**src/design/cbol_pkg.sv**
```systemverilog
// Package of the configuration byte option loader: byte indices, bit
// positions, erased values, decode codes and the access operations.
// Assumes a single 50 MHz core clock domain for all users.
package cbol_pkg;

  // Configuration byte indices inside the store
  localparam logic [1:0] CFG_IDX_BOOT_SEC = 2'h0;
  localparam logic [1:0] CFG_IDX_BOOT_AREA = 2'h1;
  localparam logic [1:0] CFG_IDX_BROWNOUT = 2'h2;
  localparam logic [1:0] CFG_IDX_WATCHDOG = 2'h3;

  // Boot and security byte fields
  localparam int BOOT_SRC_BIT = 7;
  localparam int DBG_N_BIT = 4;
  localparam int RST_PIN_BIT = 2;
  localparam int LOCK_BIT = 1;

  // Boot area byte field
  localparam int BOOT_SIZE_LSB = 0;

  // Brownout byte fields
  localparam int BOD_ON_BIT = 7;
  localparam int BOD_THR_LSB = 4;
  localparam int BOD_BLK_BIT = 3;
  localparam int BOD_RST_BIT = 2;

  // Watchdog byte field
  localparam int WDT_LSB = 4;

  // Erased, locked-read and reset values
  localparam logic [7:0] ERASED_BYTE = 8'hff;
  localparam logic [7:0] LOCKED_READ = 8'hff;
  localparam logic [7:0] BOOT_AREA_RESET = 8'hff;

  // Watchdog mode codes
  localparam logic [3:0] WDT_OFF = 4'hf;
  localparam logic [3:0] WDT_PAUSE = 4'h5;

  // Boot area sizes in kilobytes and the full flash size
  localparam logic [4:0] FLASH_TOTAL_KB = 5'h12;
  localparam logic [2:0] BOOT_KB_NONE = 3'h0;
  localparam logic [2:0] BOOT_KB_1 = 3'h1;
  localparam logic [2:0] BOOT_KB_2 = 3'h2;
  localparam logic [2:0] BOOT_KB_3 = 3'h3;
  localparam logic [2:0] BOOT_KB_4 = 3'h4;

  // Runtime control selects for software writes
  localparam logic [1:0] RT_SEL_BOOT = 2'h0;
  localparam logic [1:0] RT_SEL_BOD = 2'h2;
  localparam logic [1:0] RT_SEL_WDT = 2'h3;

  // Access operations of the programmer and self-programming ports
  typedef enum logic [1:0] {
    OP_READ = 2'h0,
    OP_PROG = 2'h1,
    OP_ERASE = 2'h2,
    OP_CHIP_ERASE = 2'h3
  } cbol_op_t;

  // Kinds of reset event
  typedef enum logic [1:0] {
    RST_POWER_ON = 2'h0,
    RST_PIN = 2'h1,
    RST_SOFTWARE = 2'h2,
    RST_OTHER = 2'h3
  } cbol_rst_t;

endpackage

```
**src/design/cbol_loader.sv**
```systemverilog
// Configuration byte store, its access paths and the option decode.
// Assumes programmer and self-programming requests are already on the
// core clock; the brownout comparator level is asynchronous.
//
// Contract
// - Boot bit picks application or bootloader flash.
// - Debug bit low enables on-chip debugger; here only while the chip is unlocked.
// - Reset pin bit high keeps pin as reset.
// - Locked chip reads FFH, ignores external programming.
// - Config bytes readable, not individually writable locked.
// - Whole chip erase unlocks and erases everything.
// - Lock leaves self-programming unaffected.
// - Boot area size field decodes to 0-4K.
// - Boot area byte defaults to all ones.
// - Brownout byte bit 7 switches detector on.
// - Threshold field selects one of four voltages.
// - Brownout can block self-programming below threshold.
// - Brownout reset bit enables brownout reset.
// - Watchdog field selects off, pausing, running.
// - Options copied to runtime bits after reset.
// - Boot and security byte reloads on any reset; the code keeps the boot bit on a software reset.
// - Brownout byte reloads on power-on only.
// - Three paths may rewrite configuration bytes; here only programmer and self-programming write the store.
`timescale 1ns/100ps
module cbol_loader
  import cbol_pkg::*;
#(
  parameter int FLASH_AW = 15
) (
  input wire logic i_core_clk,
  input wire logic i_reset,
  input wire logic i_clk_en,
  input wire logic i_rst_event,
  input wire logic [1:0] i_rst_kind,
  input wire logic i_below_threshold,
  input wire logic i_prg_req,
  input wire logic [1:0] i_prg_op,
  input wire logic i_prg_cfg,
  input wire logic [FLASH_AW-1:0] i_prg_addr,
  input wire logic [7:0] i_prg_wdata,
  output logic [7:0] o_prg_rdata,
  output logic o_prg_ack,
  input wire logic i_iap_req,
  input wire logic [1:0] i_iap_op,
  input wire logic i_iap_cfg,
  input wire logic [FLASH_AW-1:0] i_iap_addr,
  input wire logic [7:0] i_iap_wdata,
  output logic [7:0] o_iap_rdata,
  output logic o_iap_ack,
  output logic o_iap_err,
  input wire logic [7:0] i_flash_rdata,
  output logic o_flash_we,
  output logic [FLASH_AW-1:0] o_flash_addr,
  output logic [7:0] o_flash_wdata,
  output logic o_flash_chip_erase,
  input wire logic i_rt_we,
  input wire logic [1:0] i_rt_sel,
  input wire logic [7:0] i_rt_wdata,
  output logic o_boot_from_app,
  output logic o_debugger_on,
  output logic o_reset_pin_is_reset,
  output logic o_chip_locked,
  output logic [2:0] o_boot_size_kb,
  output logic [4:0] o_app_size_kb,
  output logic o_bod_on,
  output logic [1:0] o_bod_threshold_sel,
  output logic o_bod_blocks_selfprog,
  output logic o_bod_reset,
  output logic o_wdt_enabled,
  output logic o_wdt_runs_in_sleep
);

  // Whole module state
  typedef struct packed {
    logic [3:0][7:0] cfg;
    logic rt_boot;
    logic rt_dbg_n;
    logic rt_rst_pin;
    logic [7:0] rt_bod;
    logic [3:0] rt_wdt;
    logic [2:0] bod_sync;
    logic below;
    logic [7:0] prg_rdata;
    logic prg_ack;
    logic [7:0] iap_rdata;
    logic iap_ack;
    logic iap_err;
    logic flash_we;
    logic [FLASH_AW-1:0] flash_addr;
    logic [7:0] flash_wdata;
    logic chip_erase;
  } cbol_state_t;

  cbol_state_t s_r;
  cbol_state_t s_nxt;
  logic locked;
  logic iap_blocked;
  logic [1:0] prg_idx;
  logic [1:0] iap_idx;

  assign locked = ~s_r.cfg[CFG_IDX_BOOT_SEC][LOCK_BIT];
  assign prg_idx = i_prg_addr[1:0];
  assign iap_idx = i_iap_addr[1:0];
  // Self-programming blocked only with detector on, block bit set and supply low
  assign iap_blocked = s_r.rt_bod[BOD_ON_BIT] & s_r.rt_bod[BOD_BLK_BIT]
                       & s_r.below;

  // Next-state logic: sync, software, programmer, self-prog, reload
  always_comb begin
    s_nxt = s_r;
    s_nxt.prg_ack = 1'b0;
    s_nxt.iap_ack = 1'b0;
    s_nxt.iap_err = 1'b0;
    s_nxt.flash_we = 1'b0;
    s_nxt.chip_erase = 1'b0;

    // Comparator level counts once stages two and three agree
    s_nxt.bod_sync = {s_r.bod_sync[1:0], i_below_threshold};
    if (s_r.bod_sync[1] == s_r.bod_sync[2]) begin
      s_nxt.below = s_r.bod_sync[2];
    end

    // Software adjusts boot, brownout and watchdog runtime bits freely
    if (i_rt_we) begin
      case (i_rt_sel)
        RT_SEL_BOOT: s_nxt.rt_boot = i_rt_wdata[BOOT_SRC_BIT];
        RT_SEL_BOD: s_nxt.rt_bod = i_rt_wdata;
        RT_SEL_WDT: s_nxt.rt_wdt = i_rt_wdata[WDT_LSB +: 4];
        default: ;
      endcase
    end

    // External programmer path
    if (i_prg_req) begin
      s_nxt.prg_ack = 1'b1;
      case (cbol_op_t'(i_prg_op))
        OP_READ: begin
          if (i_prg_cfg) begin
            s_nxt.prg_rdata = s_r.cfg[prg_idx];
          end else if (locked) begin
            s_nxt.prg_rdata = LOCKED_READ;
          end else begin
            s_nxt.prg_rdata = i_flash_rdata;
          end
        end
        OP_PROG: begin
          if (!locked && i_prg_cfg) begin
            // Programming only clears bits
            s_nxt.cfg[prg_idx] = s_r.cfg[prg_idx] & i_prg_wdata;
          end else if (!locked) begin
            s_nxt.flash_we = 1'b1;
            s_nxt.flash_addr = i_prg_addr;
            s_nxt.flash_wdata = i_prg_wdata;
          end
        end
        OP_ERASE: begin
          if (!locked && i_prg_cfg) begin
            s_nxt.cfg[prg_idx] = ERASED_BYTE;
          end
        end
        OP_CHIP_ERASE: begin
          // Programmer's only way out of lock; wipes flash and all options
          s_nxt.cfg = {4{ERASED_BYTE}};
          s_nxt.chip_erase = 1'b1;
        end
        default: ;
      endcase
    end

    // Self-programming path, lock is ignored here
    if (i_iap_req) begin
      s_nxt.iap_ack = 1'b1;
      if (cbol_op_t'(i_iap_op) == OP_READ) begin
        s_nxt.iap_rdata = i_iap_cfg ? s_r.cfg[iap_idx] : i_flash_rdata;
      end else if (i_prg_req || iap_blocked ||
                   cbol_op_t'(i_iap_op) == OP_CHIP_ERASE) begin
        s_nxt.iap_err = 1'b1;
      end else if (i_iap_cfg) begin
        if (cbol_op_t'(i_iap_op) == OP_PROG) begin
          s_nxt.cfg[iap_idx] = s_r.cfg[iap_idx] & i_iap_wdata;
        end else begin
          s_nxt.cfg[iap_idx] = ERASED_BYTE;
        end
      end else if (cbol_op_t'(i_iap_op) == OP_PROG) begin
        s_nxt.flash_we = 1'b1;
        s_nxt.flash_addr = i_iap_addr;
        s_nxt.flash_wdata = i_iap_wdata;
      end
    end

    // Reset events reload runtime bits; reload beats software write
    if (i_rst_event) begin
      s_nxt.rt_dbg_n = s_r.cfg[CFG_IDX_BOOT_SEC][DBG_N_BIT];
      s_nxt.rt_rst_pin = s_r.cfg[CFG_IDX_BOOT_SEC][RST_PIN_BIT];
      s_nxt.rt_wdt = s_r.cfg[CFG_IDX_WATCHDOG][WDT_LSB +: 4];
      if (cbol_rst_t'(i_rst_kind) != RST_SOFTWARE) begin
        s_nxt.rt_boot = s_r.cfg[CFG_IDX_BOOT_SEC][BOOT_SRC_BIT];
      end
      if (cbol_rst_t'(i_rst_kind) == RST_POWER_ON) begin
        s_nxt.rt_bod = s_r.cfg[CFG_IDX_BROWNOUT];
      end
    end
  end

  // State register; erased store and erased-image runtime bits
  always_ff @(posedge i_core_clk or posedge i_reset) begin
    if (i_reset) begin
      s_r.cfg <= {ERASED_BYTE, ERASED_BYTE, BOOT_AREA_RESET,
                  ERASED_BYTE};
      s_r.rt_boot <= 1'b1;
      s_r.rt_dbg_n <= 1'b1;
      s_r.rt_rst_pin <= 1'b1;
      s_r.rt_bod <= ERASED_BYTE;
      s_r.rt_wdt <= WDT_OFF;
      s_r.bod_sync <= 3'h0;
      s_r.below <= 1'b0;
      s_r.prg_rdata <= 8'h00;
      s_r.prg_ack <= 1'b0;
      s_r.iap_rdata <= 8'h00;
      s_r.iap_ack <= 1'b0;
      s_r.iap_err <= 1'b0;
      s_r.flash_we <= 1'b0;
      s_r.flash_addr <= '0;
      s_r.flash_wdata <= 8'h00;
      s_r.chip_erase <= 1'b0;
    end else if (i_clk_en) begin
      s_r <= s_nxt;
    end
  end

  // Boot area size decode
  always_comb begin
    case (s_r.cfg[CFG_IDX_BOOT_AREA][BOOT_SIZE_LSB +: 3])
      3'h7: o_boot_size_kb = BOOT_KB_NONE;
      3'h6: o_boot_size_kb = BOOT_KB_1;
      3'h5: o_boot_size_kb = BOOT_KB_2;
      3'h4: o_boot_size_kb = BOOT_KB_3;
      default: o_boot_size_kb = BOOT_KB_4;
    endcase
  end
  // Application area shrinks by the boot area
  assign o_app_size_kb = FLASH_TOTAL_KB - {2'h0, o_boot_size_kb};

  // Port outputs
  assign o_prg_rdata = s_r.prg_rdata;
  assign o_prg_ack = s_r.prg_ack;
  assign o_iap_rdata = s_r.iap_rdata;
  assign o_iap_ack = s_r.iap_ack;
  assign o_iap_err = s_r.iap_err;
  assign o_flash_we = s_r.flash_we;
  assign o_flash_addr = s_r.flash_addr;
  assign o_flash_wdata = s_r.flash_wdata;
  assign o_flash_chip_erase = s_r.chip_erase;

  // Option outputs
  assign o_boot_from_app = s_r.rt_boot;
  assign o_debugger_on = ~s_r.rt_dbg_n & ~locked;
  assign o_reset_pin_is_reset = s_r.rt_rst_pin;
  assign o_chip_locked = locked;
  assign o_bod_on = s_r.rt_bod[BOD_ON_BIT];
  assign o_bod_threshold_sel = s_r.rt_bod[BOD_THR_LSB +: 2];
  assign o_bod_blocks_selfprog = iap_blocked;
  assign o_bod_reset = s_r.rt_bod[BOD_ON_BIT] & s_r.rt_bod[BOD_RST_BIT]
                       & s_r.below;
  assign o_wdt_enabled = s_r.rt_wdt != WDT_OFF;
  assign o_wdt_runs_in_sleep = (s_r.rt_wdt != WDT_OFF) &&
                               (s_r.rt_wdt != WDT_PAUSE);
endmodule // cbol_loader

```
**config.mk**
```make
export PLATFORM = sky130hd
export DESIGN_NAME = cbol_loader
export DESIGN_NICKNAME = d
export VERILOG_FILES = /design/src/design/cbol_pkg.sv /design/src/design/cbol_loader.sv
export SDC_FILE = /design/constraint.sdc
export NUM_CORES = 1
export LEC_CHECK = 0
export BUFFER_PORTS_ARGS = -buffer_cell sky130_fd_sc_hd__buf_2
export CORE_ASPECT_RATIO = 1.5
export CORE_MARGIN = 2
export CORE_UTILIZATION = 54
export CTS_CLUSTER_DIAMETER = 50
export DETAILED_ROUTE_END_ITERATION = 7
export PLACE_DENSITY = 0.81
export RECOVER_POWER = 50
export SLEW_MARGIN = 20
export SYNTH_ARGS = -nofsm -noshare
export SYNTH_HDL_FRONTEND = slang
export SYNTH_SLANG_ARGS = --single-unit
```
**constraint.sdc**
```tcl
create_clock -name i_core_clk -period 3.3 [get_ports i_core_clk]
set_input_delay 0.66 -clock i_core_clk [delete_from_list [all_inputs] [get_ports i_core_clk]]
set_output_delay 0.66 -clock i_core_clk [all_outputs]
set_load 0.01 [all_outputs]
```
==> results.rst, run 1 <==
.. list-table::
   :header-rows: 1

   * - Metric
     - Value
   * - Total wirelength of the detailed-routed design
     - between 15000 and 20000 um
   * - Number of buffers inserted during clock tree synthesis
     - 9
   * - Design internal power
     - roughly 2500 uW
   * - Number of I/O pins
     - 143
   * - Std cell rows
     - 45
   * - Count of inserted antenna diode cells
     - 0
   * - Post-placement cell count
     - 789
   * - Worst-skew pair later-pin latency
     - about 0.35 ns
   * - Startpoint class of the critical path
     - register
   * - Relative contribution of the clock network to total power
     - a little over a quarter
   * - Max rail drop VDD
     - 0.293 mV
   * - Comb pwr share
     - about 28%
   * - Ratio of total power to cell area
     - between 600 and 700 mW/mm2
   * - Share of post-route cells with drive strength above 1
     - roughly a third
   * - Total of hold buffers inserted after clock tree synthesis
     - 0
   * - Reg2Reg Depth
     - 5
   * - Minimum clock period
     - 2.48 ns
   * - Finished Cell Area
     - about 0.006 mm2
   * - Synthesis Warnings
     - 0
   * - Cell count of the worst hold path
     - 2
   * - Clock Tree Root
     - sky130_fd_sc_hd__clkbuf_16
   * - Detailed-route via count
     - between 5k and 6k
   * - Portion of the post-synthesis area used by sequential elements
     - 42.8%
   * - Drc violations
     - 0
   * - Leak
     - 0.00266 uW
   * - Area inside the core boundary
     - approximately 0.010 mm2
   * - Final total negative setup slack
     - 0 ns
   * - Syn_nets
     - 685
   * - Critical path required time
     - approximately 3.6 ns
   * - Layout Nets
     - 764
   * - Met2 routed WL
     - between 8000 and 9000 um
   * - Initial antenna violation count
     - 0
   * - Post-synthesis register bit count
     - 92
   * - P_sw
     - roughly 1300 uW
   * - Most instantiated flip-flop cell in the synthesis netlist
     - sky130_fd_sc_hd__dfrtp_1
   * - Number of antenna-violating nets in the routed design
     - 0
   * - Drt pass-1 iters
     - 5
   * - Overflow left after global routing
     - 0
   * - Fraction of the core area covered by cells at the end of the flow
     - roughly three fifths
   * - Maximum number of pins on one net before global-route repair
     - 51
   * - Least-Margin Pin Slew
     - approximately 2.0 ns
   * - Final hold violation count
     - 0
   * - Unrepaired setup endpoints after global routing
     - false
   * - Die Span X
     - between 80 and 90 um
   * - Clk slew on worst S/H paths
     - 0.07 ns
   * - Largest buffer count on any clock path
     - 2
   * - Proportion of power drawn by flip-flops and latches
     - 45.8%
   * - Post-Synthesis Cell Area
     - 0.00551 mm2
   * - Avg Cell Area, Syn
     - approximately 9.1 um2
   * - Number of standard cells in the layout, taps in and fillers out
     - 805
   * - GR Util All Layers
     - a little under a third
   * - # fillers
     - 901
   * - Relative slew margins
     - -30.9%
   * - Final period util
     - roughly 75%
   * - Worst Path Arrival
     - ~2.8 ns
   * - Post-synth cell types
     - 57
   * - H-tree depth reported by CTS
     - 3
   * - Post-CTS setup buffer count
     - 0
   * - Routed vias/inst
     - between 6 and 7
   * - First-pass GRT wire length
     - 26000 um
   * - Starting DRC count in detailed routing
     - approximately 390
   * - Placed standard-cell area
     - 0.00592 mm2
   * - Cell count after synthesis
     - around 600
   * - Biggest fanout along the worst timing path
     - 25
   * - Vert. Die Dim
     - about 130 um
   * - FMAX
     - around 0.4 GHz
   * - Avg WL per Cell
     - around 21 um
   * - CP endpoint kind
     - register
   * - Routability-driven placement congestion ratio
     - around 0.93
   * - Via count of the first global-routing pass
     - slightly below 5k
   * - Total Die Area
     - about 0.011 mm2
   * - Routed length on met3
     - ~910 um
   * - Max-cap violations
     - 1
   * - Switching power as a share of total power
     - about 34%
   * - Share of flip-flops with an asynchronous set or reset
     - 100%
   * - Post-cts sizing count
     - 0
   * - Estimated wirelength of the detail-placed design
     - ~12000 um
   * - EDFF count, synth
     - 0
   * - Number of pins exceeding their max-slew limit in the final report
     - 43
   * - Routed metal-1 wire length
     - between 6000 and 7000 um
   * - Effective utilization at floorplan
     - a little over half
   * - Result of the run
     - finished, violations left
   * - Clock tree skew after final layout
     - around 0.0043 ns
   * - Count of buffers from port buffering
     - 140
   * - Sinks on Clock Net
     - 92
   * - Critical path type
     - register to register
   * - Highest metal layer used by the detailed router
     - met4
   * - Number of failing setup endpoints in the final timing report
     - 0
   * - Violated checks
     - capacitance limit, slew limit
   * - Class of the tightest hold or removal check
     - register to register
   * - CTS tree
     - done
   * - Area growth from synthesis to final layout
     - 11.9%
   * - Total power
     - about 3700 uW
-- layer usage --
layer | vias up | GRT usage (%)
met5 | - | 0
met4 | 0 | 13.3
met3 | 43 | 3.61
met2 | 224 | 53.0
met1 | 2467 | 38.5
li1 | 2309 | -
-- state kept, by name, summed over array words and instances (netlist names), 2 cells and up --
register / cells
o_flash_addr: 15
s_nxt: 2
s_r: 41
o_bod_threshold_sel: 2
o_iap_rdata: 8
o_prg_rdata: 8
o_flash_wdata: 8
-- stage by stage --
step	hold WS, ns	setup slack [ns]
after detailed placement	0.466	0.591
after CTS	0.444	0.872
after floorplan	0.451	0.321
final	0.482	0.816
after global routing	0.515	0.654
after global placement	0.458	0.666
-- cells in the mapped netlist, types with 4 or more instances --
library cell               number  area [um2]
sky130_fd_sc_hd__a22o_1        12         105
sky130_fd_sc_hd__dfstp_2       44        1160
sky130_fd_sc_hd__buf_4         43         323
sky130_fd_sc_hd__inv_1         11        41.3
sky130_fd_sc_hd__buf_6          5        56.3
sky130_fd_sc_hd__mux4_2         8         180
sky130_fd_sc_hd__o21a_1         6        45.0
sky130_fd_sc_hd__a21oi_1       79         395
sky130_fd_sc_hd__nand2b_1       5        31.3
sky130_fd_sc_hd__nor2_1        90         338
sky130_fd_sc_hd__or2_2          5        31.3
sky130_fd_sc_hd__dfrtp_1       48        1200
sky130_fd_sc_hd__o21ai_0       21         105
sky130_fd_sc_hd__clkbuf_1      21        78.8
sky130_fd_sc_hd__buf_2          8        40.0
sky130_fd_sc_hd__mux2i_1       18         180
sky130_fd_sc_hd__nand2_1       32         120
sky130_fd_sc_hd__nor3_1         6        30.0
sky130_fd_sc_hd__or3_1          4        25.0
sky130_fd_sc_hd__mux2_2        11         124
sky130_fd_sc_hd__nand3_1        5        25.0
sky130_fd_sc_hd__and3_1         9        56.3
sky130_fd_sc_hd__o22ai_1       51         319
sky130_fd_sc_hd__and2_1         4        25.0
-- critical path, stage by stage, from the launching register on --
cell	delay (ns)
sky130_fd_sc_hd__dfstp_2	0.62
sky130_fd_sc_hd__nand2b_1	0.25
sky130_fd_sc_hd__or2_2	0.62
sky130_fd_sc_hd__a21boi_4	0.63
sky130_fd_sc_hd__nor2_1	0.10
sky130_fd_sc_hd__a21oi_1	0.15
-- power by group through the flow --
stage	clock, uW	sequential [uW]	combinational, uW
floorplan	0	1660	884
global placement	0	1700	1030
detailed placement	0	1710	1060
CTS	994	1700	1070
global route	1030	1740	1150
finish	977	1700	1040
-- final timing paths --
path                                                  from                      endpoint  slack [ns]
min in group asynchronous                          i_reset         o_prg_ack$_DFFE_PP0P_        0.81
worst max register to register         s_r[64]$_DFFE_PP1P_  o_flash_wdata[7]$_DFFE_PP0P_        0.82
max in group asynchronous                          i_reset           s_r[74]$_DFFE_PP1P_        1.48
worst min-delay path            o_prg_rdata[2]$_DFFE_PP0P_    o_prg_rdata[2]$_DFFE_PP0P_        0.48
worst min register to register  o_prg_rdata[2]$_DFFE_PP0P_    o_prg_rdata[2]$_DFFE_PP0P_        0.48
worst max-delay path                   s_r[64]$_DFFE_PP1P_  o_flash_wdata[7]$_DFFE_PP0P_        0.82
-- layout make-up --
| type | instances | area, um2 | share of cell area [%] |
|---|---|---|---|
| multi-input combinational | 420 | 2600 | 42.1 |
| sequential | 92 | 2360 | 38.2 |
| timing repair buffer | 148 | 743 | 12.0 |
| clock buffer | 10 | 229 | 3.71 |
| tap | 117 | 146 | 2.37 |
| clock inverter | 6 | 47.5 | 0.771 |
| inverter | 12 | 46.3 | 0.751 |
-- cell usage in the layout (no fill, tap or decap), types with 5 or more instances in the layout --
master	instances
sky130_fd_sc_hd__inv_1	10
sky130_fd_sc_hd__buf_2	119
sky130_fd_sc_hd__o21ai_0	22
sky130_fd_sc_hd__nand2_1	32
sky130_fd_sc_hd__mux2_2	11
sky130_fd_sc_hd__o21a_1	6
sky130_fd_sc_hd__o22ai_1	51
sky130_fd_sc_hd__clkbuf_1	23
sky130_fd_sc_hd__nand3_1	5
sky130_fd_sc_hd__mux4_2	8
sky130_fd_sc_hd__mux2i_1	18
sky130_fd_sc_hd__nand2b_1	5
sky130_fd_sc_hd__or2_2	5
sky130_fd_sc_hd__and3_1	9
sky130_fd_sc_hd__buf_4	6
sky130_fd_sc_hd__nor3_1	6
sky130_fd_sc_hd__dfstp_2	44
sky130_fd_sc_hd__clkbuf_16	9
sky130_fd_sc_hd__dfrtp_1	48
sky130_fd_sc_hd__a22o_1	12
sky130_fd_sc_hd__a21oi_1	79
sky130_fd_sc_hd__nor2_1	90
-- logic make-up after synthesis --
family | after synthesis | synth area share, %
muxes | 37 | 8.79
xor gates and xnor gates | 1 | 0.159
DFF | 92 | 42.8
AOI/OAI and AO/OA | 199 | 22.5
and+or+nand+nor | 182 | 15.4
adders and majority gates | 1 | 0.227
buffers and inverters | 92 | 10.1
Note: power is estimated with default switching activity, not from simulation.
==> run 2, diff against run 1 <==
==> constraint.sdc (replaced) <==
create_clock -name i_core_clk -period 2.5 [get_ports i_core_clk]
set_input_delay 0.5 -clock i_core_clk [delete_from_list [all_inputs] [get_ports i_core_clk]]
set_output_delay 0.5 -clock i_core_clk [all_outputs]
set_load 0.01 [all_outputs]
==> run 2 against run 1 <==
Compared with the run above:
- die area unchanged
- power increased by 36%
- hold slack lost 0.097 ns
- register-to-register slack got worse by 0.62 ns
- via count increased by 1.6%
- the run now ends clean
- clock power rose by 44%
- sequential share of layout area decreased by 0.87 points
- highest routed layer unchanged
- global-route usage is 0.75 points higher
- core utilization increased by 1.4 points
- combinational power grew 35%
- largest cell class unchanged
==> results.rst, run 2 (same netlist as run 1, synthesis figures left out) <==
.. list-table::
   :header-rows: 1

   * - Metric
     - Value
   * - Effective utilization at floorplan
     - 55.0% (unchanged)
   * - Number of I/O pins
     - 143 (unchanged)
   * - First-pass GRT wire length
     - 26800 um (+3.2%)
   * - Fraction of the core area covered by cells at the end of the flow
     - 63.0% (+1.4 points)
   * - Clock Tree Root
     - sky130_fd_sc_hd__clkbuf_16
   * - Drt pass-1 iters
     - 5 (unchanged)
   * - Critical path required time
     - 2.75 ns (-0.82 ns)
   * - Area growth from synthesis to final layout
     - 14.6%
   * - Layout Nets
     - 778 (+1.8%)
   * - FMAX
     - 0.434 GHz (+7.7%)
   * - Detailed-route via count
     - 5124 (+1.6%)
   * - Number of pins exceeding their max-slew limit in the final report
     - 0 (-100%)
   * - # fillers
     - 883 (-2.0%)
   * - Count of buffers from port buffering
     - 140 (unchanged)
   * - Post-cts sizing count
     - 0 (unchanged)
   * - Area inside the core boundary
     - 0.0100 mm2 (unchanged)
   * - H-tree depth reported by CTS
     - 3 (unchanged)
   * - Biggest fanout along the worst timing path
     - 8 (-68%)
   * - Register with the highest flop count
     - s_r
   * - Maximum number of pins on one net before global-route repair
     - 71 (+39%)
   * - Kind of cell adding the most delay to the critical path
     - compound AO/OA/AOI/OAI gates
   * - Class of the tightest hold or removal check
     - primary input to register
   * - Overflow left after global routing
     - 0 (unchanged)
   * - Slowest stage cell on the critical path
     - sky130_fd_sc_hd__dfstp_2
   * - Leak
     - 0.00277 uW (+3.9%)
   * - Routability-driven placement congestion ratio
     - 0.922 (-1.0%)
   * - Vert. Die Dim
     - 128 um (unchanged)
   * - Share of post-route cells with drive strength above 1
     - 33.3% (+1.6 points)
   * - Relative slew margins
     - 6.06% (+37 points)
   * - Number of buffers inserted during clock tree synthesis
     - 9 (unchanged)
   * - Avg WL per Cell
     - 20.7 um (-0.44%)
   * - CP endpoint kind
     - register
   * - Worst path max stage delay
     - 0.64 ns (about the same)
   * - Total wirelength of the detailed-routed design
     - 16900 um (+1.3%)
   * - Commonest cells after routing, fill and taps aside
     - sky130_fd_sc_hd__buf_2, sky130_fd_sc_hd__nor2_1, sky130_fd_sc_hd__a21oi_1, sky130_fd_sc_hd__o22ai_1, sky130_fd_sc_hd__dfrtp_1
   * - Number of failing setup endpoints in the final timing report
     - 0 (unchanged)
   * - Std cell rows
     - 45 (unchanged)
   * - GR Util All Layers
     - 31.5% (+0.75 points)
   * - Drc violations
     - 0 (unchanged)
   * - R2R setup slack
     - 0.19 ns (-0.62 ns)
   * - Count of inserted antenna diode cells
     - 0 (unchanged)
   * - Unrepaired setup endpoints after global routing
     - false
   * - Startpoint class of the critical path
     - register
   * - Ratio of total power to cell area
     - 802 mW/mm2 (+33%)
   * - Critical path type
     - register to register
   * - Final period util
     - 92.2% (+17 points)
   * - Estimated wirelength of the detail-placed design
     - 12600 um (+3.2%)
   * - Clk slew on worst S/H paths
     - 0.07 ns (about the same)
   * - Die Span X
     - 86.5 um (unchanged)
   * - Max-cap violations
     - 0 (-1)
   * - Worst Path Arrival
     - 2.56 ns (-0.19 ns)
   * - Final total negative setup slack
     - 0 ns (unchanged)
   * - Minimum clock period
     - 2.31 ns (-0.178 ns)
   * - Least-Margin Pin Slew
     - 1.40 ns (-0.551 ns)
   * - Sum of buffers and inverters on the critical path
     - 1 (+1)
   * - Most common library cell in the layout ignoring fill and taps
     - sky130_fd_sc_hd__buf_2
   * - Total of hold buffers inserted after clock tree synthesis
     - 0 (unchanged)
   * - CTS tree
     - done
   * - Initial antenna violation count
     - 0 (unchanged)
   * - Flip-flop count of the largest register after layout
     - 41 (unchanged)
   * - Routed vias/inst
     - 6.26 (-0.13%)
   * - Final hold violation count
     - 0 (unchanged)
   * - Sinks on Clock Net
     - 92 (unchanged)
   * - Result of the run
     - finished clean
   * - Total Die Area
     - 0.0110 mm2 (unchanged)
   * - Clock tree skew after final layout
     - 0.00460 ns (+0.000331 ns)
   * - Worst-skew pair later-pin latency
     - 0.35 ns (about the same)
   * - Post-CTS setup buffer count
     - 0 (unchanged)
   * - Largest buffer count on any clock path
     - 2 (unchanged)
   * - Via count of the first global-routing pass
     - 5119 (+6.0%)
   * - Starting DRC count in detailed routing
     - 488 (+24%)
   * - Critical-path cell list
     - inv_1 > or4_4 > a21oi_2 > o22ai_1 > a221oi_1
   * - Number of antenna-violating nets in the routed design
     - 0 (unchanged)
   * - Max rail drop VDD
     - 0.410 mV (+40%)
-- run 2: changes by cell type in the layout (fill, tap and decap cells not counted), sizes merged --
cell	before	now
clkinvlp	5	1
clkbuf	32	33
buf	126	139
bufinv	0	1
clkinv	1	3
inv	12	13
-- run 2: layout make-up --
class | instances | area, um2 | area share (%)
clock buffer | 10 | 239 | 3.79
clock inverter | 6 | 70.1 | 1.11
inverter | 12 | 46.3 | 0.733
multi-input combinational | 420 | 2600 | 41.2
sequential | 92 | 2360 | 37.3
tap | 117 | 146 | 2.32
timing repair buffer | 162 | 855 | 13.5
-- run 2: final timing paths --
path,cells after the start,end,start
worst max-delay path,5,s_r[68]$_DFFE_PP1P_,s_r[64]$_DFFE_PP1P_
worst min-delay path,2,s_nxt[46]$_DFFE_PP0P_,i_below_threshold
worst max register to register,5,s_r[68]$_DFFE_PP1P_,s_r[64]$_DFFE_PP1P_
worst min register to register,2,o_prg_rdata[7]$_DFFE_PP0P_,o_prg_rdata[7]$_DFFE_PP0P_
max in group asynchronous,3,s_nxt[46]$_DFFE_PP0P_,i_reset
min in group asynchronous,2,o_prg_rdata[1]$_DFFE_PP0P_,i_reset
-- run 2: metal layers --
| layer | vias to the layer above | wire length (um) | track usage (%) |
|---|---|---|---|
| li1 | 2349 | - | - |
| met1 | 2454 | 6550 | 40.4 |
| met2 | 263 | 8470 | 51.0 |
| met3 | 58 | 1160 | 5.47 |
| met4 | 0 | 736 | 15.9 |
| met5 | - | 0 | 0 |
-- run 2: power breakdown --
part / leakage (uW) / internal [uW] / total, uW / switching, uW
combinational: 0.00159 / 603 / 1400 / 797
clock: 0.000154 / 813 / 1410 / 600
sequential: 0.00102 / 1970 / 2250 / 284
-- run 2: through the flow --
step                      setup WS (ns)  total power (uW)  area [um2]  std cells  hold WS [ns]
final                             0.195              5060        6310        819         0.384
after global routing              0.127              5340        6310        819         0.395
after CTS                         0.249              5110        6360        819         0.284
after detailed placement          0.232              3680        6050        803         0.468
after global placement            0.234              3610        6050        803         0.459
after floorplan                   0.458              3350        5510        604         0.451
